--- src/aop_pkg.sv ---
// Constants for the alarm output pulser: register map, field positions, defaults and timing.
// Assumes a 100 MHz system clock and a 32-bit AHB-Lite register bus.
package aop_pkg;
    // Register byte offsets
    localparam logic [4:0] CFG_OFS = 5'h00;
    localparam logic [4:0] ON_OFS = 5'h04;
    localparam logic [4:0] OFF_OFS = 5'h08;
    localparam logic [4:0] CMD_OFS = 5'h0C;
    localparam logic [4:0] STAT_OFS = 5'h10;
    localparam logic [4:0] ACT_OFS = 5'h14;
    // Field positions
    localparam int CFG_POL_LOW_BIT = 0;
    localparam int CFG_STEADY_BIT = 1;
    localparam int CMD_CONFIRM_BIT = 0;
    localparam int CMD_CANCEL_BIT = 1;
    localparam int CMD_DEFAULTS_BIT = 2;
    localparam int STAT_POL_BIT = 0;
    localparam int STAT_STEADY_BIT = 1;
    localparam int STAT_ALARM_BIT = 2;
    localparam int STAT_LINE_BIT = 3;
    localparam int STAT_ON_BIT = 4;
    localparam int STAT_OFF_BIT = 5;
    localparam int ACT_OFF_LSB = 16;
    localparam int DUR_W = 16;
    // Reset and default values
    localparam logic DEF_POL_LOW = 1'h0;
    localparam logic DEF_STEADY = 1'h0;
    localparam logic [15:0] DEF_ON_S = 16'h0005;
    localparam logic [15:0] DEF_OFF_S = 16'h0005;
    // Timing
    localparam int CLK_PERIOD_NS = 10;
    localparam int TICK_TIME_S = 1;
    localparam int NS_PER_S = 1000000000;
    localparam int SEC_CYCLES = TICK_TIME_S * (NS_PER_S / CLK_PERIOD_NS);
    // AHB
    localparam logic [1:0] HTRANS_NONSEQ = 2'h2;
    localparam logic [1:0] HTRANS_SEQ = 2'h3;
    // Pulse phase states
    typedef enum logic [2:0] {
        AOP_IDLE = 3'h1,
        AOP_ON = 3'h2,
        AOP_OFF = 3'h4
    } aop_phase_e;
endpackage : aop_pkg

--- src/aop_alarm_pulser.sv ---
// Alarm output pulser: drives the single alarm line from the internal alarm condition.
// Assumes alarm_in comes from logic on ref_clk_in; registers reached over AHB-Lite as the only slave.
// Contract
// - Active-high polarity: line low when idle, high during alarm.
// - Active-low polarity: line high when idle, low during alarm.
// - Restoring defaults makes polarity active-high.
// - Continuous mode holds the active level for the whole alarm.
// - Pulsed mode alternates active and idle levels while alarm persists.
// - Restoring defaults selects pulsed mode.
// - Each active phase is followed by an idle phase of off-duration, default 5 s.
// - Edits are staged, applied together on confirm, discarded on cancel.
// - Each active phase lasts the on-duration, default 5 s.
module aop_alarm_pulser #(
    parameter int unsigned SEC_CYCLES = aop_pkg::SEC_CYCLES
) (
    input wire logic ref_clk_in,
    input wire logic rstn_in,
    input wire logic alarm_in,
    input wire logic hsel_in,
    input wire logic [31:0] haddr_in,
    input wire logic [1:0] htrans_in,
    input wire logic hwrite_in,
    input wire logic [2:0] hsize_in,
    input wire logic [31:0] hwdata_in,
    input wire logic hready_in,
    output logic hreadyout_out,
    output logic hresp_out,
    output logic [31:0] hrdata_out,
    output logic alarm_line_out
);
    localparam int PW = (SEC_CYCLES > 1) ? $clog2(SEC_CYCLES) : 1;
    localparam int DW = aop_pkg::DUR_W;

    if (SEC_CYCLES < 2) begin : g_check
        $error("SEC_CYCLES must be at least 2");
    end

    typedef struct packed {
        logic wr_pend;
        logic [4:0] wr_ofs;
        logic stg_pol;
        logic stg_steady;
        logic [DW-1:0] stg_on;
        logic [DW-1:0] stg_off;
        logic act_pol;
        logic act_steady;
        logic [DW-1:0] act_on;
        logic [DW-1:0] act_off;
        aop_pkg::aop_phase_e phase;
        logic [PW-1:0] pre;
        logic [DW-1:0] secs;
        logic line;
        logic [31:0] rdata;
    } aop_state_s;

    aop_state_s st_reg;
    aop_state_s st_next;

    // Zero duration is served as one second
    function automatic logic [DW-1:0] aop_len(input logic [DW-1:0] d);
        aop_len = (d == '0) ? {{(DW-1){1'b0}}, 1'b1} : d;
    endfunction : aop_len

    function automatic logic [31:0] aop_read(input aop_state_s s, input logic [4:0] ofs, input logic alarm);
        aop_read = 32'h0000_0000;
        case (ofs)
            aop_pkg::CFG_OFS: begin
                aop_read[aop_pkg::CFG_POL_LOW_BIT] = s.stg_pol;
                aop_read[aop_pkg::CFG_STEADY_BIT] = s.stg_steady;
            end
            aop_pkg::ON_OFS: aop_read[DW-1:0] = s.stg_on;
            aop_pkg::OFF_OFS: aop_read[DW-1:0] = s.stg_off;
            aop_pkg::STAT_OFS: begin
                aop_read[aop_pkg::STAT_POL_BIT] = s.act_pol;
                aop_read[aop_pkg::STAT_STEADY_BIT] = s.act_steady;
                aop_read[aop_pkg::STAT_ALARM_BIT] = alarm;
                aop_read[aop_pkg::STAT_LINE_BIT] = s.line;
                aop_read[aop_pkg::STAT_ON_BIT] = (s.phase == aop_pkg::AOP_ON);
                aop_read[aop_pkg::STAT_OFF_BIT] = (s.phase == aop_pkg::AOP_OFF);
            end
            aop_pkg::ACT_OFS: aop_read = {s.act_off, s.act_on};
            default: aop_read = 32'h0000_0000;
        endcase
    endfunction : aop_read

    logic addr_ok;
    logic tick;
    logic last_sec;
    logic [DW-1:0] cur_len;

    always_comb begin
        st_next = st_reg;
        addr_ok = hsel_in && hready_in && (htrans_in == aop_pkg::HTRANS_NONSEQ || htrans_in == aop_pkg::HTRANS_SEQ);
        // Bus data phase: writes land, reads answer with zero wait states
        st_next.wr_pend = addr_ok && hwrite_in;
        st_next.wr_ofs = haddr_in[4:0];
        st_next.rdata = (addr_ok && !hwrite_in) ? aop_read(st_reg, {haddr_in[4:2], 2'b00}, alarm_in) : 32'h0000_0000;
        if (st_reg.wr_pend) begin
            case ({st_reg.wr_ofs[4:2], 2'b00})
                aop_pkg::CFG_OFS: begin
                    st_next.stg_pol = hwdata_in[aop_pkg::CFG_POL_LOW_BIT];
                    st_next.stg_steady = hwdata_in[aop_pkg::CFG_STEADY_BIT];
                end
                aop_pkg::ON_OFS: st_next.stg_on = hwdata_in[DW-1:0];
                aop_pkg::OFF_OFS: st_next.stg_off = hwdata_in[DW-1:0];
                aop_pkg::CMD_OFS: begin
                    if (hwdata_in[aop_pkg::CMD_DEFAULTS_BIT]) begin
                        st_next.stg_pol = aop_pkg::DEF_POL_LOW;
                        st_next.act_pol = aop_pkg::DEF_POL_LOW;
                        st_next.stg_steady = aop_pkg::DEF_STEADY;
                        st_next.act_steady = aop_pkg::DEF_STEADY;
                        st_next.stg_on = aop_pkg::DEF_ON_S;
                        st_next.act_on = aop_pkg::DEF_ON_S;
                        st_next.stg_off = aop_pkg::DEF_OFF_S;
                        st_next.act_off = aop_pkg::DEF_OFF_S;
                    end else if (hwdata_in[aop_pkg::CMD_CONFIRM_BIT]) begin
                        st_next.act_pol = st_reg.stg_pol;
                        st_next.act_steady = st_reg.stg_steady;
                        st_next.act_on = st_reg.stg_on;
                        st_next.act_off = st_reg.stg_off;
                    end else if (hwdata_in[aop_pkg::CMD_CANCEL_BIT]) begin
                        st_next.stg_pol = st_reg.act_pol;
                        st_next.stg_steady = st_reg.act_steady;
                        st_next.stg_on = st_reg.act_on;
                        st_next.stg_off = st_reg.act_off;
                    end
                end
                default: st_next.wr_pend = 1'b0;
            endcase
            st_next.wr_pend = addr_ok && hwrite_in;
        end
        // Phase timer
        tick = (st_reg.pre == PW'(SEC_CYCLES - 1));
        cur_len = (st_reg.phase == aop_pkg::AOP_ON) ? aop_len(st_reg.act_on) : aop_len(st_reg.act_off);
        // A duration shortened mid-phase still ends the phase at the next tick
        last_sec = tick && (st_reg.secs >= cur_len - 1'b1);
        st_next.pre = tick ? '0 : st_reg.pre + 1'b1;
        st_next.secs = tick ? st_reg.secs + 1'b1 : st_reg.secs;
        case (st_reg.phase)
            aop_pkg::AOP_IDLE: begin
                st_next.pre = '0;
                st_next.secs = '0;
                if (alarm_in) begin
                    st_next.phase = aop_pkg::AOP_ON;
                end
            end
            aop_pkg::AOP_ON: begin
                if (!alarm_in) begin
                    st_next.phase = aop_pkg::AOP_IDLE;
                    st_next.pre = '0;
                    st_next.secs = '0;
                end else if (st_reg.act_steady) begin
                    st_next.pre = '0;
                    st_next.secs = '0;
                end else if (last_sec) begin
                    st_next.phase = aop_pkg::AOP_OFF;
                    st_next.secs = '0;
                end
            end
            aop_pkg::AOP_OFF: begin
                if (!alarm_in) begin
                    st_next.phase = aop_pkg::AOP_IDLE;
                    st_next.pre = '0;
                    st_next.secs = '0;
                end else if (last_sec || st_reg.act_steady) begin
                    st_next.phase = aop_pkg::AOP_ON;
                    st_next.pre = '0;
                    st_next.secs = '0;
                end
            end
            default: begin
                st_next.phase = aop_pkg::AOP_IDLE;
                st_next.pre = '0;
                st_next.secs = '0;
            end
        endcase
        // Active level follows polarity
        st_next.line = (st_next.phase == aop_pkg::AOP_ON) ^ st_next.act_pol;
    end

    always_ff @(posedge ref_clk_in or negedge rstn_in) begin
        if (!rstn_in) begin
            st_reg <= '{wr_pend: 1'b0, wr_ofs: 5'h00, stg_pol: aop_pkg::DEF_POL_LOW, stg_steady: aop_pkg::DEF_STEADY,
                        stg_on: aop_pkg::DEF_ON_S, stg_off: aop_pkg::DEF_OFF_S, act_pol: aop_pkg::DEF_POL_LOW,
                        act_steady: aop_pkg::DEF_STEADY, act_on: aop_pkg::DEF_ON_S, act_off: aop_pkg::DEF_OFF_S,
                        phase: aop_pkg::AOP_IDLE, pre: '0, secs: '0, line: 1'b0, rdata: 32'h0000_0000};
        end else begin
            st_reg <= st_next;
        end
    end

    assign hreadyout_out = 1'b1;
    assign hresp_out = 1'b0;
    assign hrdata_out = st_reg.rdata;
    assign alarm_line_out = st_reg.line;

    logic cmd_wr;
    assign cmd_wr = st_reg.wr_pend && ({st_reg.wr_ofs[4:2], 2'b00} == aop_pkg::CMD_OFS);
endmodule : aop_alarm_pulser

--- config.mk ---
export PLATFORM = sky130hd
export DESIGN_NAME = aop_alarm_pulser
export DESIGN_NICKNAME = d
export VERILOG_FILES = /design/src/aop_pkg.sv /design/src/aop_alarm_pulser.sv
export SDC_FILE = /design/constraint.sdc
export NUM_CORES = 1
export LEC_CHECK = 0
export ABC_AREA = 0
export BUFFER_PORTS_ARGS = -buffer_cell sky130_fd_sc_hd__buf_2
export CAP_MARGIN = 15
export CORE_MARGIN = 2
export CORE_UTILIZATION = 50
export DETAILED_ROUTE_END_ITERATION = 6
export PLACE_DENSITY = 0.82
export SLEW_MARGIN = 30
export SYNTH_ARGS = -nofsm -noshare
export SYNTH_HDL_FRONTEND = slang
export SYNTH_SLANG_ARGS = --single-unit
export TNS_END_PERCENT = 50
--- constraint.sdc ---
create_clock -name ref_clk_in -period 4.9 [get_ports ref_clk_in]
set_clock_uncertainty 0.1 [all_clocks]
set_input_delay 0.245 -clock ref_clk_in [delete_from_list [all_inputs] [get_ports ref_clk_in]]
set_output_delay 0.245 -clock ref_clk_in [all_outputs]
set_load 0.05 [all_outputs]
==> impl_results.rst <==
.. list-table::
   :header-rows: 1

   * - Metric
     - Value
   * - DP HPWL
     - 12.1 mm
   * - Internal power
     - 0.00234 W
   * - Setup violation total in the final timing report
     - 0
   * - Total routing resource utilization after global routing
     - 22.4%
   * - Worst path buffer plus inverter count
     - 0
   * - Critical path's largest stage delay
     - 0.63 ns
   * - Comb power frac
     - 13.6%
   * - Total number of vias
     - 6055
   * - Remaining global-route overflow
     - 0
   * - Kind of cell with the highest combined delay on the critical path
     - compound AO/OA/AOI/OAI gates
   * - Crit path DAT
     - 4.72 ns
   * - Die span in x
     - 130 µm
   * - Register area
     - 0.00379 mm²
   * - Actual transition at the worst max-transition pin
     - 0.854 ns
   * - # Post-CTS Setup Buffers
     - 0
   * - Final worst-path cycle share
     - 91.1%
   * - Cells on worst reg2reg path
     - 17
   * - Leakage power total
     - 4.07 nW
   * - Slowest library cell on the worst path
     - sky130_fd_sc_hd__dfstp_2
   * - Switching power summed over all nets
     - 0.000862 W
   * - Share of async-settable or async-resettable flops after synthesis
     - 100%
   * - Startpoint class of the critical path
     - register
   * - Sw Share
     - 26.9%
   * - Total number of H-tree levels
     - 4
   * - Clock transition at the register clock pins on the worst setup and hold paths after CTS
     - 0.06 ns
   * - Insertion delay of the later-clocked pin in the worst-skew pair
     - 0.43 ns
   * - Post-layout util
     - 56.3%
   * - Initial antenna violation count
     - 0
   * - End of the worst register-to-register path
     - alarm_line_out
   * - Origin of the worst setup path
     - st_reg[81]
   * - Floorplan die area
     - 0.0169 mm²
   * - Maximum number of pins on one net before global-route repair
     - 53
   * - Number of diodes added for antenna fixing
     - 0
   * - Sequential fraction of the synthesis area
     - 47.7%
   * - # rows
     - 46
   * - Area of combinational cells with multiple inputs
     - 0.00370 mm²
   * - Data required time of the worst path
     - 5.16 ns
   * - Largest register FFs
     - 118
   * - RD Place Congestion
     - 0.919
   * - Clock power share
     - 42.8%
   * - Synthesized netlist cell count
     - 825
   * - Clock period minus worst slack
     - 4.46 ns
   * - Total of fill cells in the finished design
     - 1355
   * - Number of enable-type register cells in the synthesized netlist
     - 0
   * - Max VDD drop
     - 0.285 mV
   * - Vias per inst
     - 5.68
   * - Library cells used by synthesis
     - 59
   * - DR iter-0 viols
     - 409
   * - Clock tree from TritonCTS
     - yes
   * - Most common cell after layout, fill and taps aside
     - sky130_fd_sc_hd__dfrtp_1
   * - Top_reg_cell synth
     - sky130_fd_sc_hd__dfrtp_1
   * - Flop pwr share
     - 43.5%
   * - Critical path depth in cells
     - 17
   * - Placeable core region
     - 0.0157 mm²
   * - Vias in the first global route
     - 5711
   * - CTS Buffer Depth
     - 2
   * - Net count of the mapped netlist
     - 919
   * - First drt pass iteration count
     - 5
   * - Cell Area, Synth
     - 0.00794 mm²
   * - Share of final-layout standard cells stronger than drive strength 1
     - 14.9%
   * - Clock Sinks
     - 151
   * - Setup TNS
     - 0 ns
   * - Rel. slew slack
     - 43.0%
   * - Outcome
     - complete, no violations
   * - Commonest cells after routing, fill and taps aside
     - sky130_fd_sc_hd__dfrtp_1 (142), sky130_fd_sc_hd__nor2_1 (104), sky130_fd_sc_hd__nand2_1 (80)
   * - RSZ-0062 raised after global routing
     - false
   * - Maximum frequency from static timing analysis
     - 0.224 GHz
   * - Net total in the final layout
     - 931
   * - Die Height
     - 130 µm
   * - Reg2Reg Setup Slack
     - 0.44 ns
   * - Worst reg2reg path startpoint
     - st_reg[81]
   * - Total I/O pin count
     - 110
   * - CP Class
     - register to register
   * - Effective utilization at floorplan
     - 50.5%
   * - Clock root buffer master
     - sky130_fd_sc_hd__clkbuf_16
   * - Wire length of the first global-routing pass
     - 29.0 mm
   * - Detailed Route WL
     - 17.9 mm
   * - Count of max-cap constraint violations
     - 0
   * - Port bufs
     - 58
   * - Number of synthesized register bits
     - 151
   * - Average wire length per cell after detail routing
     - 16.8 µm
   * - Cells traversed along the worst timing path
     - nor2_1 > nor4b_1 > a31o_2 > o21ai_0 > ha_1 > nand2_1 > nor3_1 > xor2_1 > o21ai_0 > ha_1 > a21oi_1 > a21boi_0 > o31a_1 > nor4_1 > nand2b_1 > mux2i_1 > xor2_1
   * - Critical path endpoint
     - alarm_line_out
   * - Max-slew violation count
     - 0
   * - Hold/Removal Path Class
     - input pin to register
   * - Power density cells
     - 362 mW/mm²
   * - Average footprint of a synthesized cell
     - 9.62 µm²
   * - Count of endpoints failing hold in the final timing report
     - 0
   * - Critical Path Sink Type
     - register
   * - Antenna viol nets, final
     - 0
   * - Clock buffer count from CTS
     - 17
   * - Synth warnings
     - 0
   * - Maximum fanout along the worst path
     - 8
   * - Area growth from synthesis to final layout
     - 11.3%
   * - DRC violation count after routing
     - 0
## cells by family after synthesis
logic type                 share of synthesized area (%)
adders and majority gates                           2.99
DFF                                                 47.7
muxes                                               2.73
and+or+nand+nor                                     19.7
buffers and inverters                               5.82
xor gates and xnor gates                            6.73
other                                             0.0946
AOI/OAI and AO/OA                                   14.2
## power by group through the flow
stage	sequential, W	combinational (W)	clock (W)
2_1_floorplan	0.00139	0.000322	0
3_3_place_gp	0.00141	0.000412	0
3_5_place_dp	0.00141	0.000431	0
4_1_cts	0.00139	0.000438	0.00139
5_1_grt	0.00140	0.000497	0.00144
6_report	0.00139	0.000436	0.00137
## per-stage QoR
step	total power [W]	hold WS (ns)	setup WS (ns)	cell area, µm²	instances
after global placement	0.00182	-0.00618	0.480	8120	1027
final	0.00320	0.0309	0.438	8840	1066
after floorplan	0.00171	-0.151	0.837	7940	825
after detailed placement	0.00184	-0.00371	0.348	8150	1028
after CTS	0.00321	0.0205	0.377	8830	1066
after global routing	0.00334	0.0345	0.0927	8840	1066
## worst min path at each step
| stage | startpoint | to | slack, ns | cells after the start |
|---|---|---|---|---|
| 2_1_floorplan | rstn_in | alarm_line_out | -0.15 | 0 |
| 3_3_place_gp | rstn_in | st_reg[64] | -0.006 | 1 |
| 3_5_place_dp | rstn_in | st_reg[64] | -0.004 | 1 |
| 4_1_cts | hwdata_in[14] | st_reg[143] | 0.02 | 3 |
| 5_1_grt | hwdata_in[2] | st_reg[131] | 0.03 | 3 |
| 6_report | hwdata_in[14] | st_reg[143] | 0.03 | 3 |
## layer usage
metal  vias to the layer above  GRT usage, %  wire, µm
li1                       2874             -         -
met1                      2945          30.4      7830
met2                       204          35.9      8770
met3                        32          4.96       999
met4                         0          7.65       328
met5                         -             0         0
## cells in the mapped netlist, types with 3 or more instances
master	number	area (µm²)
sky130_fd_sc_hd__nand3b_1	3	22.5
sky130_fd_sc_hd__nor4b_1	4	35.0
sky130_fd_sc_hd__nor2b_1	5	31.3
sky130_fd_sc_hd__mux2i_1	16	160
sky130_fd_sc_hd__a21oi_1	35	175
sky130_fd_sc_hd__o22a_1	3	26.3
sky130_fd_sc_hd__clkbuf_1	31	116
sky130_fd_sc_hd__nor4_1	3	18.8
sky130_fd_sc_hd__nand2_1	83	312
sky130_fd_sc_hd__and4_1	4	35.0
sky130_fd_sc_hd__buf_2	11	55.1
sky130_fd_sc_hd__or3_1	4	25.0
sky130_fd_sc_hd__xnor2_1	27	236
sky130_fd_sc_hd__o21ai_0	44	220
sky130_fd_sc_hd__nand3_1	18	90.1
sky130_fd_sc_hd__o22ai_1	5	31.3
sky130_fd_sc_hd__inv_1	6	22.5
sky130_fd_sc_hd__nand4_1	10	62.6
sky130_fd_sc_hd__a22o_1	30	263
sky130_fd_sc_hd__and3_1	9	56.3
sky130_fd_sc_hd__ha_1	19	238
sky130_fd_sc_hd__dfstp_2	9	236
sky130_fd_sc_hd__buf_4	34	255
sky130_fd_sc_hd__dfrtp_1	142	3550
sky130_fd_sc_hd__nor3_1	19	95.1
sky130_fd_sc_hd__a22oi_1	42	315
sky130_fd_sc_hd__nor2_1	105	394
sky130_fd_sc_hd__xor2_1	34	298
sky130_fd_sc_hd__and2_1	26	163
sky130_fd_sc_hd__nand2b_1	9	56.3
## worst reg2reg max path: cells and delay by family (launching register included)
family / cells / cell delay [ns]
AOI/OAI and AO/OA: 6 / 1.30
xor gates and xnor gates: 2 / 0.27
adders and majority gates: 2 / 0.59
DFF: 1 / 0.63
muxes: 1 / 0.33
and+or+nand+nor: 6 / 1.17
## cell type report
cell class / count / area share, %
Sequential cell: 151 / 42.9
Multi-Input combinational cell: 589 / 41.9
Clock buffer: 19 / 5.12
Timing Repair Buffer: 72 / 4.94
Tap cell: 216 / 3.06
Clock inverter: 13 / 1.88
Inverter: 6 / 0.255
## what timing repair did
| action | in CTS | in global routing |
|---|---|---|
| resized for setup | 0 | 1 |
| setup endpoints to repair | 0 | 1 |
| endpoints found under the hold margin | 48 | 0 |
| hold buffers | 6 | 0 |
No activity file was read; power rests on OpenSTA's default activity.
